[src/common/slmt_consts.vh]
// Constants for the security life-cycle mode tracker
`ifndef SLMT_CONSTS_VH
`define SLMT_CONSTS_VH

// ----------------------------------------------------------------
// Command opcodes on the command port
// ----------------------------------------------------------------
`define SLMT_OP_IDENTIFY 4'h0
`define SLMT_OP_SEC_SET_PW 4'h1
`define SLMT_OP_SEC_UNLOCK 4'h2
`define SLMT_OP_SEC_ERASE_UNIT 4'h3
`define SLMT_OP_SEC_DISABLE_PW 4'h4
`define SLMT_OP_SEC_FREEZE 4'h5
`define SLMT_OP_TRUSTED_SEND 4'h6
`define SLMT_OP_TRUSTED_RECV 4'h7
`define SLMT_OP_TCG_LSP_ACCESS 4'h8
`define SLMT_OP_TCG_PERSONALIZE 4'h9
`define SLMT_OP_TCG_AUTH_SID 4'hA
`define SLMT_OP_TCG_ACTIVATE 4'hB
`define SLMT_OP_TCG_REVERT 4'hC

// ----------------------------------------------------------------
// Life-cycle modes
// ----------------------------------------------------------------
`define SLMT_MODE_FACTORY 2'h0
`define SLMT_MODE_PASSWORD 2'h1
`define SLMT_MODE_TCG 2'h2

// ----------------------------------------------------------------
// Block SID command match values and discovery feature code
// ----------------------------------------------------------------
`define SLMT_BSID_PROTO 8'h02
`define SLMT_BSID_COMID 16'h0005
`define SLMT_BSID_FEATURE_CODE 16'h0402

// ----------------------------------------------------------------
// Register offsets and reset values
// ----------------------------------------------------------------
`define SLMT_REG_STATUS 4'h0
`define SLMT_REG_IDENT 4'h4
`define SLMT_REG_CTRL 4'h8
`define SLMT_REG_ABORTS 4'hC
`define SLMT_CTRL_RESET 2'h1
`define SLMT_CTRL_BSID_EN_BIT 0
`define SLMT_CTRL_FORCE_RESTRICT_BIT 1

// ----------------------------------------------------------------
// Identify word field positions
// ----------------------------------------------------------------
`define SLMT_ID_SUPPORTED_BIT 0
`define SLMT_ID_ENABLED_BIT 1
`define SLMT_ID_LOCKED_BIT 2
`define SLMT_ID_FROZEN_BIT 3
`define SLMT_ID_TCG_READY_BIT 4
`define SLMT_ID_TCG_ACTIVE_BIT 5
`define SLMT_ID_TCG_MODE_BIT 6

`endif

[src/design/slmt_gate.v]
// Per-command accept or abort decision for the mode tracker
`include "slmt_consts.vh"

module slmt_gate (
    op,
    pw_enabled,
    pw_locked,
    pw_frozen,
    tcg_pers,
    tcg_active,
    block_sid,
    bsid_feat_en,
    auth_ok,
    proto,
    comid,
    xfer_len,
    byte0,
    abort,
    effect,
    bsid_cmd
);
    input wire [3:0] op;
    input wire pw_enabled;
    input wire pw_locked;
    input wire pw_frozen;
    input wire tcg_pers;
    input wire tcg_active;
    input wire block_sid;
    input wire bsid_feat_en;
    input wire auth_ok;
    input wire [7:0] proto;
    input wire [15:0] comid;
    input wire [15:0] xfer_len;
    input wire [7:0] byte0;
    output reg abort;
    output reg effect;
    output wire bsid_cmd;

    wire pw_pers;
    wire pw_blocked;

    // Password scheme personalized: enabled or locked
    assign pw_pers = pw_enabled | pw_locked;
    assign pw_blocked = tcg_pers | tcg_active;
    assign bsid_cmd = (proto == `SLMT_BSID_PROTO) && (comid == `SLMT_BSID_COMID)
                      && (xfer_len != 16'h0000);

    // Decision table; effect means the state change is carried out
    always @* begin
        abort = 1'b0;
        effect = 1'b0;
        case (op)
            `SLMT_OP_IDENTIFY: begin
                effect = 1'b1;
            end
            `SLMT_OP_SEC_SET_PW: begin
                abort = pw_blocked | pw_frozen | pw_locked;
                effect = ~abort;
            end
            `SLMT_OP_SEC_UNLOCK: begin
                abort = pw_blocked | ~pw_enabled | ~auth_ok;
                effect = ~abort;
            end
            `SLMT_OP_SEC_ERASE_UNIT: begin
                abort = pw_blocked | pw_frozen | ~auth_ok;
                effect = ~abort;
            end
            `SLMT_OP_SEC_DISABLE_PW: begin
                abort = pw_blocked | pw_frozen | pw_locked | ~pw_enabled | ~auth_ok;
                effect = ~abort;
            end
            `SLMT_OP_SEC_FREEZE: begin
                abort = pw_blocked;
                effect = ~abort;
            end
            `SLMT_OP_TRUSTED_RECV: begin
                abort = pw_locked;
                effect = ~abort;
            end
            `SLMT_OP_TRUSTED_SEND: begin
                if (pw_locked) begin
                    abort = 1'b1;
                end else if (bsid_cmd) begin
                    abort = ~bsid_feat_en | (byte0 > 8'h01);
                    effect = ~abort;
                end else begin
                    effect = 1'b1;
                end
            end
            `SLMT_OP_TCG_LSP_ACCESS, `SLMT_OP_TCG_PERSONALIZE: begin
                abort = pw_pers | ~auth_ok;
                effect = ~abort;
            end
            `SLMT_OP_TCG_AUTH_SID: begin
                abort = block_sid | ~auth_ok;
                effect = ~abort;
            end
            `SLMT_OP_TCG_ACTIVATE: begin
                if (pw_locked) begin
                    abort = 1'b1;
                end else if (pw_enabled | tcg_active) begin
                    effect = 1'b0;
                end else begin
                    abort = ~auth_ok;
                    effect = auth_ok;
                end
            end
            `SLMT_OP_TCG_REVERT: begin
                if (pw_locked) begin
                    abort = 1'b1;
                end else if (~tcg_active) begin
                    effect = 1'b0;
                end else begin
                    abort = ~auth_ok;
                    effect = auth_ok;
                end
            end
            default: begin
                abort = 1'b1;
            end
        endcase
    end
endmodule // slmt_gate

[src/design/slmt_tracker.v]
// Security life-cycle mode tracker: mode state, Block SID latch, registers
`include "slmt_consts.vh"

module slmt_tracker #(
    parameter ABORT_CNT_W = 16
) (
    clock,
    rst,
    hw_reset_pin,
    cmd_valid,
    cmd_op,
    cmd_auth_ok,
    cmd_proto,
    cmd_comid,
    cmd_xfer_len,
    cmd_byte0,
    cmd_done,
    cmd_abort,
    data_discard,
    ident_word,
    life_mode,
    enforce_restrict,
    tcg_advertised,
    disc_bsid_present,
    disc_feature_code,
    reg_addr,
    reg_wdata,
    reg_wr,
    reg_rd,
    reg_rdata
);
    input wire clock;
    input wire rst;
    input wire hw_reset_pin;
    input wire cmd_valid;
    input wire [3:0] cmd_op;
    input wire cmd_auth_ok;
    input wire [7:0] cmd_proto;
    input wire [15:0] cmd_comid;
    input wire [15:0] cmd_xfer_len;
    input wire [7:0] cmd_byte0;
    output reg cmd_done;
    output reg cmd_abort;
    output reg data_discard;
    output reg [15:0] ident_word;
    output reg [1:0] life_mode;
    output reg enforce_restrict;
    output wire tcg_advertised;
    output reg disc_bsid_present;
    output wire [15:0] disc_feature_code;
    input wire [3:0] reg_addr;
    input wire [31:0] reg_wdata;
    input wire reg_wr;
    input wire reg_rd;
    output reg [31:0] reg_rdata;

    // ----------------------------------------------------------------
    // State registers
    // ----------------------------------------------------------------
    reg [1:0] mode_q;
    reg [1:0] mode_d;
    reg pw_enabled_q;
    reg pw_enabled_d;
    reg pw_locked_q;
    reg pw_locked_d;
    reg pw_frozen_q;
    reg pw_frozen_d;
    reg tcg_pers_q;
    reg tcg_pers_d;
    reg tcg_active_q;
    reg tcg_active_d;
    reg block_sid_q;
    reg block_sid_d;
    reg clr_events_q;
    reg clr_events_d;
    reg [1:0] ctrl_q;
    reg [ABORT_CNT_W-1:0] abort_cnt_q;
    reg hwr_sync1_q;
    reg hwr_sync2_q;
    reg hwr_prev_q;
    wire hwr_event;
    wire gate_abort;
    wire gate_effect;
    wire gate_bsid;
    reg [15:0] ident_d;

    // ----------------------------------------------------------------
    // Hardware reset pin synchroniser and rising-edge detect
    // ----------------------------------------------------------------
    always @(posedge clock or posedge rst) begin
        if (rst) begin
            hwr_sync1_q <= 1'b0;
            hwr_sync2_q <= 1'b0;
            hwr_prev_q <= 1'b0;
        end else begin
            hwr_sync1_q <= hw_reset_pin;
            hwr_sync2_q <= hwr_sync1_q;
            hwr_prev_q <= hwr_sync2_q;
        end
    end

    assign hwr_event = hwr_sync2_q & ~hwr_prev_q;

    // ----------------------------------------------------------------
    // Command decision
    // ----------------------------------------------------------------
    // check against state
    slmt_gate u_gate (
        .op(cmd_op),
        .pw_enabled(pw_enabled_q),
        .pw_locked(pw_locked_q),
        .pw_frozen(pw_frozen_q),
        .tcg_pers(tcg_pers_q),
        .tcg_active(tcg_active_q),
        .block_sid(block_sid_q),
        .bsid_feat_en(ctrl_q[`SLMT_CTRL_BSID_EN_BIT]),
        .auth_ok(cmd_auth_ok),
        .proto(cmd_proto),
        .comid(cmd_comid),
        .xfer_len(cmd_xfer_len),
        .byte0(cmd_byte0),
        .abort(gate_abort),
        .effect(gate_effect),
        .bsid_cmd(gate_bsid)
    );

    // ----------------------------------------------------------------
    // Next-state logic for mode and flags
    // ----------------------------------------------------------------
    // Commands apply first; a hardware reset in the same cycle then overrides
    always @* begin
        mode_d = mode_q;
        pw_enabled_d = pw_enabled_q;
        pw_locked_d = pw_locked_q;
        pw_frozen_d = pw_frozen_q;
        tcg_pers_d = tcg_pers_q;
        tcg_active_d = tcg_active_q;
        block_sid_d = block_sid_q;
        clr_events_d = clr_events_q;
        if (cmd_valid && gate_effect) begin
            case (cmd_op)
                `SLMT_OP_SEC_SET_PW: begin
                    pw_enabled_d = 1'b1;
                    mode_d = `SLMT_MODE_PASSWORD;
                end
                `SLMT_OP_SEC_UNLOCK: begin
                    pw_locked_d = 1'b0;
                end
                `SLMT_OP_SEC_ERASE_UNIT, `SLMT_OP_SEC_DISABLE_PW: begin
                    pw_enabled_d = 1'b0;
                    pw_locked_d = 1'b0;
                    mode_d = `SLMT_MODE_FACTORY;
                end
                `SLMT_OP_SEC_FREEZE: begin
                    pw_frozen_d = 1'b1;
                end
                `SLMT_OP_TRUSTED_SEND: begin
                    if (gate_bsid) begin
                        block_sid_d = 1'b1;
                        clr_events_d = cmd_byte0[0];
                    end
                end
                `SLMT_OP_TCG_LSP_ACCESS: begin
                    mode_d = `SLMT_MODE_TCG;
                end
                `SLMT_OP_TCG_PERSONALIZE: begin
                    mode_d = `SLMT_MODE_TCG;
                    tcg_pers_d = 1'b1;
                end
                `SLMT_OP_TCG_ACTIVATE: begin
                    mode_d = `SLMT_MODE_TCG;
                    tcg_active_d = 1'b1;
                end
                `SLMT_OP_TCG_REVERT: begin
                    mode_d = `SLMT_MODE_FACTORY;
                    tcg_pers_d = 1'b0;
                    tcg_active_d = 1'b0;
                    block_sid_d = 1'b0;
                    clr_events_d = 1'b0;
                end
                default: begin
                    mode_d = mode_q;
                end
            endcase
        end
        if (hwr_event) begin
            // Password set locks the device again across a hardware reset
            pw_locked_d = pw_enabled_d;
            pw_frozen_d = 1'b0;
            if (clr_events_d) begin
                block_sid_d = 1'b0;
                clr_events_d = 1'b0;
            end
        end
    end

    // ----------------------------------------------------------------
    // State flip-flops
    // ----------------------------------------------------------------
    // factory state at power-on
    always @(posedge clock or posedge rst) begin
        if (rst) begin
            mode_q <= `SLMT_MODE_FACTORY;
            pw_enabled_q <= 1'b0;
            pw_locked_q <= 1'b0;
            pw_frozen_q <= 1'b0;
            tcg_pers_q <= 1'b0;
            tcg_active_q <= 1'b0;
            block_sid_q <= 1'b0;
            clr_events_q <= 1'b0;
        end else begin
            mode_q <= mode_d;
            pw_enabled_q <= pw_enabled_d;
            pw_locked_q <= pw_locked_d;
            pw_frozen_q <= pw_frozen_d;
            tcg_pers_q <= tcg_pers_d;
            tcg_active_q <= tcg_active_d;
            block_sid_q <= block_sid_d;
            clr_events_q <= clr_events_d;
        end
    end

    // ----------------------------------------------------------------
    // Command completion and reporting outputs
    // ----------------------------------------------------------------
    // identify reporting
    always @* begin
        ident_d = 16'h0000;
        ident_d[`SLMT_ID_SUPPORTED_BIT] = ~tcg_active_d;
        ident_d[`SLMT_ID_ENABLED_BIT] = pw_enabled_d & ~tcg_active_d;
        ident_d[`SLMT_ID_LOCKED_BIT] = pw_locked_d & ~tcg_active_d;
        ident_d[`SLMT_ID_FROZEN_BIT] = pw_frozen_d & ~tcg_active_d;
        ident_d[`SLMT_ID_TCG_READY_BIT] = 1'b1;
        ident_d[`SLMT_ID_TCG_ACTIVE_BIT] = tcg_active_d;
        ident_d[`SLMT_ID_TCG_MODE_BIT] = (mode_d == `SLMT_MODE_TCG);
    end

    // Done and abort pulse one cycle after the command
    always @(posedge clock or posedge rst) begin
        if (rst) begin
            cmd_done <= 1'b0;
            cmd_abort <= 1'b0;
            data_discard <= 1'b0;
            ident_word <= 16'h0000;
            life_mode <= `SLMT_MODE_FACTORY;
            enforce_restrict <= 1'b0;
            disc_bsid_present <= 1'b0;
            abort_cnt_q <= {ABORT_CNT_W{1'b0}};
        end else begin
            cmd_done <= cmd_valid & ~gate_abort;
            cmd_abort <= cmd_valid & gate_abort;
            data_discard <= cmd_valid & gate_effect & (cmd_op == `SLMT_OP_TCG_REVERT);
            ident_word <= ident_d;
            life_mode <= mode_d;
            enforce_restrict <= (mode_d == `SLMT_MODE_TCG)
                                | ctrl_q[`SLMT_CTRL_FORCE_RESTRICT_BIT];
            disc_bsid_present <= ctrl_q[`SLMT_CTRL_BSID_EN_BIT];
            if (cmd_valid && gate_abort) begin
                abort_cnt_q <= abort_cnt_q + {{(ABORT_CNT_W-1){1'b0}}, 1'b1};
            end
        end
    end

    assign tcg_advertised = 1'b1;
    assign disc_feature_code = `SLMT_BSID_FEATURE_CODE;

    // ----------------------------------------------------------------
    // Register port
    // ----------------------------------------------------------------
    // Control register write
    always @(posedge clock or posedge rst) begin
        if (rst) begin
            ctrl_q <= `SLMT_CTRL_RESET;
        end else if (reg_wr && (reg_addr == `SLMT_REG_CTRL)) begin
            ctrl_q <= reg_wdata[1:0];
        end
    end

    // Read data one cycle after the strobe, zero otherwise
    always @(posedge clock or posedge rst) begin
        if (rst) begin
            reg_rdata <= 32'h00000000;
        end else if (reg_rd) begin
            case (reg_addr)
                `SLMT_REG_STATUS: reg_rdata <= {24'h000000, clr_events_q, block_sid_q,
                    tcg_active_q, tcg_pers_q, pw_frozen_q, pw_locked_q, mode_q};
                `SLMT_REG_IDENT: reg_rdata <= {16'h0000, ident_word};
                `SLMT_REG_CTRL: reg_rdata <= {30'h00000000, ctrl_q};
                `SLMT_REG_ABORTS: reg_rdata <= {{(32-ABORT_CNT_W){1'b0}}, abort_cnt_q};
                default: reg_rdata <= 32'h00000000;
            endcase
        end else begin
            reg_rdata <= 32'h00000000;
        end
    end
endmodule // slmt_tracker

[config.mk]
export PLATFORM = sky130hd
export DESIGN_NAME = slmt_tracker
export DESIGN_NICKNAME = d
export VERILOG_FILES = /design/src/design/slmt_gate.v /design/src/design/slmt_tracker.v
export VERILOG_INCLUDE_DIRS = /design/src /design/src/common
export SDC_FILE = /design/constraint.sdc
export NUM_CORES = 1
export LEC_CHECK = 0
export ABC_AREA = 1
export BUFFER_PORTS_ARGS = -buffer_cell sky130_fd_sc_hd__buf_2
export CAP_MARGIN = 25
export CELL_PAD_IN_SITES_DETAIL_PLACEMENT = 0
export CELL_PAD_IN_SITES_GLOBAL_PLACEMENT = 2
export CORE_ASPECT_RATIO = 0.6
export CORE_MARGIN = 2
export CORE_UTILIZATION = 22
export DETAILED_ROUTE_END_ITERATION = 8
export PLACE_DENSITY = 0.86
export SYNTH_ARGS = -nofsm -noshare
export SYNTH_HDL_FRONTEND = slang
export SYNTH_SLANG_ARGS = --single-unit
[constraint.sdc]
create_clock -name clock -period 1.8 [get_ports clock]
set_clock_uncertainty 0.05 [all_clocks]
set_input_delay 0.36 -clock clock [delete_from_list [all_inputs] [get_ports clock]]
set_output_delay 0.36 -clock clock [all_outputs]
set_load 0.005 [all_outputs]
==> results of run 1 <==
## Yosys cell counts, types with 3 or more instances
master	number
o21ai_2	10
a21oi_1	7
o21ai_1	7
inv_2	6
nor3_1	21
inv_1	74
dfrtp_1	56
nor2_1	58
xor2_1	14
buf_4	43
nand4_1	5
buf_6	3
o21ai_0	10
nand3_1	21
nand2_1	106
o221ai_1	4
nand2_2	6
## how the worst min path moves through the flow
stage / from / end / slack [ns] / cells past startpoint
2_1_floorplan: hwr_sync1_q / hwr_sync2_q / 0.28 / 0
3_3_place_gp: hwr_sync1_q / hwr_sync2_q / 0.28 / 0
3_5_place_dp: hwr_sync1_q / hwr_sync2_q / 0.29 / 0
4_1_cts: rst / ident_word[4] / 0.006 / 2
5_1_grt: rst / ident_word[4] / 0.03 / 2
6_report: rst / abort_cnt_q[13] / 0.003 / 2
## worst max-delay path, cell delays in order (launching register included)
cell	delay, ns
dfrtp_1	0.40
nor2_4	0.17
buf_6	0.14
buf_4	0.11
nor3_1	0.04
buf_4	0.14
nor4_4	0.38
a21oi_4	0.15
clkbuf_16	0.20
nand2_2	0.06
o21ai_2	0.04
## through the flow
step / power [mW] / util [%]
after CTS: 5.06 / 31.8
after floorplan: 2.62 / -
final: 5.22 / 33.4
after global placement: 3.10 / 29.0
after detailed placement: 3.14 / 29.0
after global routing: 5.54 / 33.4
## layer usage
layer	vias to the layer above	share of wire [%]	global-route usage [%]
met1	1578	51	19.6
met5	-	0.099	0
met3	8	9.6	4.88
met4	2	0.76	3.68
met2	154	38	17.1
li1	1728	-	-
## final cells by class
type	count	share of cell area (%)
Sequential cell	57	27.5
Inverter	81	6.08
Tap cell	203	4.90
Clock inverter	2	0.676
Multi-Input combinational cell	333	35.6
Timing Repair Buffer	154	19.7
Clock buffer	14	5.48
## state kept, by name, summed over array words and instances (netlist names)
signal,count
reg_rdata,16
hwr_sync1_q,1
life_mode,2
abort_cnt_q,16
ident_word,7
hwr_sync2_q,1
cmd_done,1
hwr_prev_q,1
cmd_abort,1
tcg_pers_q,1
ctrl_q,2
pw_locked_q,1
pw_enabled_q,1
clr_events_q,1
block_sid_q,1
disc_bsid_present,1
data_discard,1
pw_frozen_q,1
enforce_restrict,1
## repair_timing
action | in CTS | in global routing
gates resized for setup | 27 | 56
cloned | 2 | 2
setup buffers | 3 | 1
pin swaps | 12 | 28
setup endpoints to repair | 30 | 34
## power by group through the flow
stage | Sequential [mW] | Combinational (mW) | Clock, mW
4_1_cts | 1.76 | 1.47 | 1.83
3_3_place_gp | 1.77 | 1.33 | 0
6_report | 1.77 | 1.65 | 1.80
5_1_grt | 1.80 | 1.83 | 1.91
2_1_floorplan | 1.74 | 0.882 | 0
3_5_place_dp | 1.78 | 1.36 | 0
## cells by family (layout without fill, tap and decap cells)
logic type | Yosys count | count (layout) | share of synthesized area, %
other | 2 | 43 | 0.213
XOR/XNOR | 15 | 15 | 3.72
AO/OA/AOI/OAI | 47 | 47 | 8.97
buffers and inverters | 128 | 251 | 18.8
AND/OR/NAND/NOR | 225 | 227 | 27.5
flip-flops | 57 | 57 | 40.4
adder cells (fa/ha/maj) | 1 | 1 | 0.354
==> impl_metrics.ini, run 1 <==
[floorplanning]
core_um2 = 15500
dieArea_um2 = 17100
start_util_pct = 22.8
die_y_um = 102
die_w_um = 168
rows = 35
num_io_pins = 167

[placement]
placed_area_um2 = 4500
place_congestion = 0.870
dp_slack_ns = -0.312
place_inst = 820
io_buffers = 94
hpwl_mm = 8.78

[clock_tree]
worstSkewPairLatency_ns = 0.33
ctsHtreeMaxLevel = 3
hold_buffers = 0
clockBufferDepth = 2
clock-sinks = 57
root_buffer = clkbuf_16
path_clk_slew_ns = 0.05
cts_tree = done
cts_inserted_buffers = 9

[power]
comb_power_share_pct = 31.7
powerDensity_nw_per_um2 = 1010
p_sw_mw = 1.78
power_frac_clock_pct = 34.4
ir_worst_vdd_mv = 0.461
seq_power_share_pct = 33.9
power.leakage_nw = 2.72
intPower_mw = 3.44
switching_share_pct = 34.2

[routing]
wl_mm = 11.1
final_antenna_net_count = 0
dr.first_iter.drc_count = 225
vias_per_cell = 4.11
vias = 3470
drtPass1Iterations = 7
wl_per_cell_um = 13.2
drcViolationCount = 4

[run_status]
violations = DRC, setup timing
status = complete, but fails checks

[final_layout]
final_common_cell = buf_2
layout_common_cells = buf_2 (94), nand2_1 (79), inv_1 (68)
multiInputGateArea_um2 = 1850
synthToLayoutAreaGrowth_pct = 46.8
drive_gt1_share_pct = 39.2
nNetsFinal = 732
seqCellArea_um2 = 1430
fill_cells = 1652
antenna_cells = 0
fin_area_um2 = 5180
stdcell_count = 844

[setup_path]
r2r_start = ident_word[5]
endpoint = abort_cnt_q[6]
reg2reg_to = abort_cnt_q[6]
rrSetupSlack_ns = -0.21
cp_max_fo = 6
crit_type = register to register
end_kind = register
cp-startpoint = ident_word[5]
worstRegToRegCells = 10
crit_required_ns = 1.96
crit_path_start_kind = register
arrival_ns = 2.17

[grt]
grt_pass1_vias = 3222
grt_pass1_wl_mm = 16.9
grt_max_degree = 24
track_usage_pct = 13.1
grt_remaining_overflow = 0
antenna_found_initial = 1

[timing]
setup_tns_ns = -4.29
grt_setup_unrepaired = yes
finalMaxSlewViolations = 0
clock.fmax_mhz = 498
period_needed_ns = 2.01
setup-violations-final = 31
finalHoldViolations = 0
fin_crit_sh_pct = 112
holdWs_ns = 0.00273
layout_setup_ws_ns = -0.207

[yosys]
yosys.area.top_type = dfrtp_1
netlist_area_um2 = 3530
avgSynthCellArea_um2 = 7.43
yosys.area.top_type_share_pct = 39.7
yosysSeqAreaShare_pct = 40.4
async_reset_ff_share_pct = 100
ys.flop_type = dfrtp_1
synthCells = 475
synth.top_cells.by_area = dfrtp_1 (40%), nand2_1 (11%), buf_4 (9.1%)
synth-edff-count = 0
synth_warnings = 0
ys_ff_latch = 57
yosysUniqueCellTypes = 35

[worst_hold_path]
holdCritPathClass = input port to asynchronous set/reset pin

[run]
drv_cap = 0
No activity file was read; power rests on OpenSTA's default activity.
==> run 2, diff against run 1 <==
--- a/config.mk
+++ b/config.mk
@@ -14,6 +14,7 @@
 export CORE_ASPECT_RATIO = 0.6
 export CORE_MARGIN = 2
 export CORE_UTILIZATION = 22
+export CTS_BUF_LIST = sky130_fd_sc_hd__clkbuf_8 sky130_fd_sc_hd__clkbuf_16
 export DETAILED_ROUTE_END_ITERATION = 8
 export PLACE_DENSITY = 0.86
 export SYNTH_ARGS = -nofsm -noshare
==> run 2 against run 1 <==
The run still ends with DRC, setup timing left. Maximum frequency barely moved. Cell area did not move. Register-to-register slack about the same. Via count is 0.17% lower. Clock power about the same. Power about the same. Die area stayed put. Sequential cell count unchanged. First-iteration DRC count unchanged.
==> impl_metrics.ini, run 2 (synthesized netlist as in run 1, its figures left out) <==
[routing]
wl_mm = 11.1
drcViolationCount = 4
final_antenna_net_count = 0
vias_per_cell = 4.10
drtPass1Iterations = 7
dr.first_iter.drc_count = 225
vias = 3464
wl_per_cell_um = 13.2

[grt]
grt.met3_usage_pct = 4.88
grt_pass1_vias = 3222
grt_busiest_layer = met1
grt_max_degree = 24
grt_remaining_overflow = 0
antenna_found_initial = 1
grt_pass1_wl_mm = 16.9
gr-usage-met2_pct = 17.1
met1_usage_pct = 19.6
track_usage_pct = 13.1

[worst_hold_path]
holdCritPathClass = input port to asynchronous set/reset pin

[setup_path]
r2r_start = ident_word[5]
crit_path_start_kind = register
worstRegToRegCells = 10
endpoint = abort_cnt_q[6]
arrival_ns = 2.17
reg2reg_to = abort_cnt_q[6]
end_kind = register
cpMostUsedCell = buf_4
max_stage_delay_ns = 0.40
crit_required_ns = 1.96
rrSetupSlack_ns = -0.21
cp_max_fo = 6
cp-startpoint = ident_word[5]
worst_path_max_delay_cell = dfrtp_1
crit_type = register to register
path_cells = nor2_4 -> buf_6 -> buf_4 -> nor3_1 -> buf_4 -> nor4_4 -> a21oi_4 -> clkbuf_16 -> nand2_2 -> o21ai_2

[run_status]
status = complete, but fails checks
violations = DRC, setup timing

[clock_tree]
cts_inserted_buffers = 9
cts_tree = done
clock-sinks = 57
clockBufferDepth = 2
path_clk_slew_ns = 0.05
ctsHtreeMaxLevel = 3
worstSkewPairLatency_ns = 0.33
root_buffer = clkbuf_16

[timing]
clock.fmax_mhz = 498
holdWs_ns = 0.00179
fin_crit_sh_pct = 112
finalMaxSlewViolations = 0
finalHoldViolations = 0
layout_setup_ws_ns = -0.208
setup-violations-final = 31
grt_setup_unrepaired = yes
period_needed_ns = 2.01

[floorplanning]
num_io_pins = 167
rows = 35
start_util_pct = 22.8
die_y_um = 102
dieArea_um2 = 17100
core_um2 = 15500
die_w_um = 168

[final_layout]
antenna_cells = 0
top_regs = abort_cnt_q: 16 flops, reg_rdata: 16 flops, ident_word: 7 flops
synthToLayoutAreaGrowth_pct = 46.8
drive_gt1_share_pct = 39.0
seqCellArea_um2 = 1430
final_common_cell = buf_2
fin_area_um2 = 5180
multiInputGateArea_um2 = 1850
layout_common_cells = buf_2 (94), nand2_1 (79), inv_1 (70)
fill_cells = 1652
nNetsFinal = 732

[placement]
place_congestion = 0.870
placed_area_um2 = 4500
hpwl_mm = 8.78
io_buffers = 94
dp_slack_ns = -0.312

[power]
powerDensity_nw_per_um2 = 1010
ir_worst_vdd_mv = 0.462
power.leakage_nw = 2.72

[run]
drv_cap = 0
-- run 2: cell count changes in the layout (fill, tap and decap cells not counted), sizes merged --
cell | before | now
inv | 79 | 80
clkbuf | 16 | 15
-- run 2: metrics by stage --
step / util (%) / TNS (ns) / power (mW) / std cells
finish: 33.4 / -4.30 / 5.22 / 844
global route: 33.4 / -7.49 / 5.54 / 844
CTS: 31.8 / -4.54 / 5.06 / 841
detailed placement: 29.0 / -7.86 / 3.14 / 820
global placement: 29.0 / -7.78 / 3.10 / 820
floorplan: - / 0 / 2.62 / 516
-- run 2: worst min-delay path by stage --
stage	from	to	slack [ns]
4_1_cts	rst	ident_word[4]	0.005
2_1_floorplan	hwr_sync1_q	hwr_sync2_q	0.28
3_3_place_gp	hwr_sync1_q	hwr_sync2_q	0.28
3_5_place_dp	hwr_sync1_q	hwr_sync2_q	0.29
6_report	rst	abort_cnt_q[13]	0.002
5_1_grt	rst	ident_word[4]	0.03
-- run 2: area by class of cell --
type / count / share of cell area (%)
clock buffers: 13 / 5.41
clock inverters: 3 / 0.748
inverters: 81 / 6.08
multi-input cells: 333 / 35.6
flip-flops and latches: 57 / 27.5
well taps: 203 / 4.90
repair buffers: 154 / 19.7
-- run 2: worst max-delay path: cells and delay by family (launching register included) --
kind            cells  cell delay, ns
buf+inv             4            0.59
flops               1            0.40
simple gates        4            0.65
compound gates      2            0.19
-- run 2: what timing repair did --
item,CTS,global route
cloned,2,2
resized for setup,26,56
endpoints found under the setup margin,30,34
pin swaps,12,28
hold endpoints to repair,0,0
setup buffers,3,1
hold buffers,0,0
-- run 2: routing by layer --
metal,routed length (µm),vias to the layer above
met3,1050,10
met2,4220,148
li1,-,1728
met5,11,-
met4,88,2
met1,5740,1576
-- run 2: power by group --
part           internal (mW)  switching (mW)
clock                   1.21           0.579
sequential              1.55           0.222
combinational          0.669           0.986
==> run 3, diff against run 2 <==
--- a/config.mk
+++ b/config.mk
@@ -20,3 +20,4 @@
 export SYNTH_ARGS = -nofsm -noshare
 export SYNTH_HDL_FRONTEND = slang
 export SYNTH_SLANG_ARGS = --single-unit
+export TNS_END_PERCENT = 10
==> run 3 against run 2 <==
Sequential power hardly changed. Highest routed layer unchanged. The flow still finishes with violations (DRC, setup timing). Sequential cell count stayed put. Register-to-register slack improved by 0.03 ns. Utilization fell by 1.4 points. Power is 3.1% lower. Die area stayed put. Final cell count down 0.47%.
==> impl_metrics.ini, run 3 (synthesized netlist as in run 1, its figures left out) <==
[routing]
wl_mm = 10.9
dr.first_iter.drc_count = 276
drcViolationCount = 4
drtPass1Iterations = 7
wl_per_cell_um = 13.0
vias_per_cell = 4.08
final_antenna_net_count = 0
vias = 3423

[floorplanning]
dieArea_um2 = 17100
start_util_pct = 22.8
num_io_pins = 167
rows = 35
die_w_um = 168
die_y_um = 102
core_um2 = 15500

[final_layout]
layout_common_cells = buf_2 (94), nand2_1 (92), inv_1 (74)
nNetsFinal = 728
final_common_cell = buf_2
top_regs = abort_cnt_q: 16 flops, reg_rdata: 16 flops, ident_word: 7 flops
fill_cells = 1676
synthToLayoutAreaGrowth_pct = 40.4
drive_gt1_share_pct = 34.1
seqCellArea_um2 = 1430
multiInputGateArea_um2 = 1690
antenna_cells = 0

[setup_path]
rrSetupSlack_ns = -0.18
cp_max_fo = 12
arrival_ns = 2.15
end_kind = register
crit_path_start_kind = register
crit_type = register to register
crit_required_ns = 1.97

[timing]
finalMaxSlewViolations = 0
period_needed_ns = 1.98
layout_setup_ws_ns = -0.182
clock.fmax_mhz = 505
setup-violations-final = 29
finalHoldViolations = 0
holdWs_ns = 0.0000557
fin_crit_sh_pct = 110
grt_setup_unrepaired = yes

[placement]
hpwl_mm = 8.78
dp_slack_ns = -0.312
io_buffers = 94
place_congestion = 0.870

[clock_tree]
cts_inserted_buffers = 9
worstSkewPairLatency_ns = 0.33
cts_tree = done
clock-sinks = 57
clockBufferDepth = 2
ctsHtreeMaxLevel = 3
path_clk_slew_ns = 0.05
root_buffer = clkbuf_16

[grt]
grt_pass1_vias = 3170
grt_max_degree = 24
grt_remaining_overflow = 0
grt_pass1_wl_mm = 16.6
track_usage_pct = 12.9
antenna_found_initial = 1

[run_status]
violations = DRC, setup timing
status = complete, but fails checks

[run]
drv_cap = 0

[power]
power.leakage_nw = 2.64
powerDensity_nw_per_um2 = 1020
ir_worst_vdd_mv = 0.458

[worst_hold_path]
holdCritPathClass = input port to asynchronous set/reset pin
-- run 3: path summary, 6_finish.rpt --
| path | start | end | cells past startpoint |
|---|---|---|---|
| setup reg to reg | tcg_pers_q | abort_cnt_q[10] | 10 |
| min in group clock | hw_reset_pin | hwr_sync1_q | 1 |
| hold / removal | rst | ident_word[4] | 2 |
| max in group asynchronous | rst | ctrl_q[0] | 3 |
| hold reg to reg | hwr_sync1_q | hwr_sync2_q | 0 |
| setup / recovery | tcg_pers_q | abort_cnt_q[10] | 10 |
-- run 3: layout make-up --
cell class	count	share of cell area, %
clock inverter	3	0.782
timing repair buffer	151	19.5
tap	203	5.12
clock buffer	13	5.65
sequential	57	28.8
multi-input combinational	332	34.0
inverter	81	6.21
-- run 3: repair_timing --
action	4_1_cts	5_1_grt
gates cloned	1	1
gates resized for setup	14	18
hold buffers	0	0
pin swaps	11	9
endpoints found under the setup margin	30	34
setup buffers	2	0
-- run 3: routing by layer --
layer	wire length (µm)	track usage, %
met3	857	4.18
met2	4100	16.9
met5	11	0
met4	48	3.34
met1	5870	19.7
-- run 3: worst max-delay path, cell delays in order (launching register included) --
cell     delay [ns]
dfrtp_1        0.41
nor2_4         0.17
buf_6          0.14
buf_4          0.10
nor3_1         0.04
buf_4          0.14
nor4_4         0.39
a21oi_4        0.13
buf_12         0.17
nand2_1        0.08
o21ai_2        0.05
-- run 3: report_power, final --
group | switching [mW] | leakage, nW | internal (mW) | total [mW]
combinational | 0.899 | 1.74 | 0.592 | 1.49
clock | 0.581 | 0.163 | 1.21 | 1.79
sequential | 0.222 | 0.737 | 1.55 | 1.77
-- run 3: metrics by stage --
step | cells | utilization, % | TNS (ns) | total power [mW] | instance area [µm²]
6_report | 840 | 32.0 | -3.41 | 5.06 | 4960
3_3_place_gp | 820 | 29.0 | -7.78 | 3.10 | 4500
4_1_cts | 839 | 31.5 | -4.06 | 5.00 | 4880
3_5_place_dp | 820 | 29.0 | -7.86 | 3.14 | 4500
2_1_floorplan | 516 | - | 0 | 2.62 | 3690
5_1_grt | 840 | 32.0 | -7.08 | 5.36 | 4960
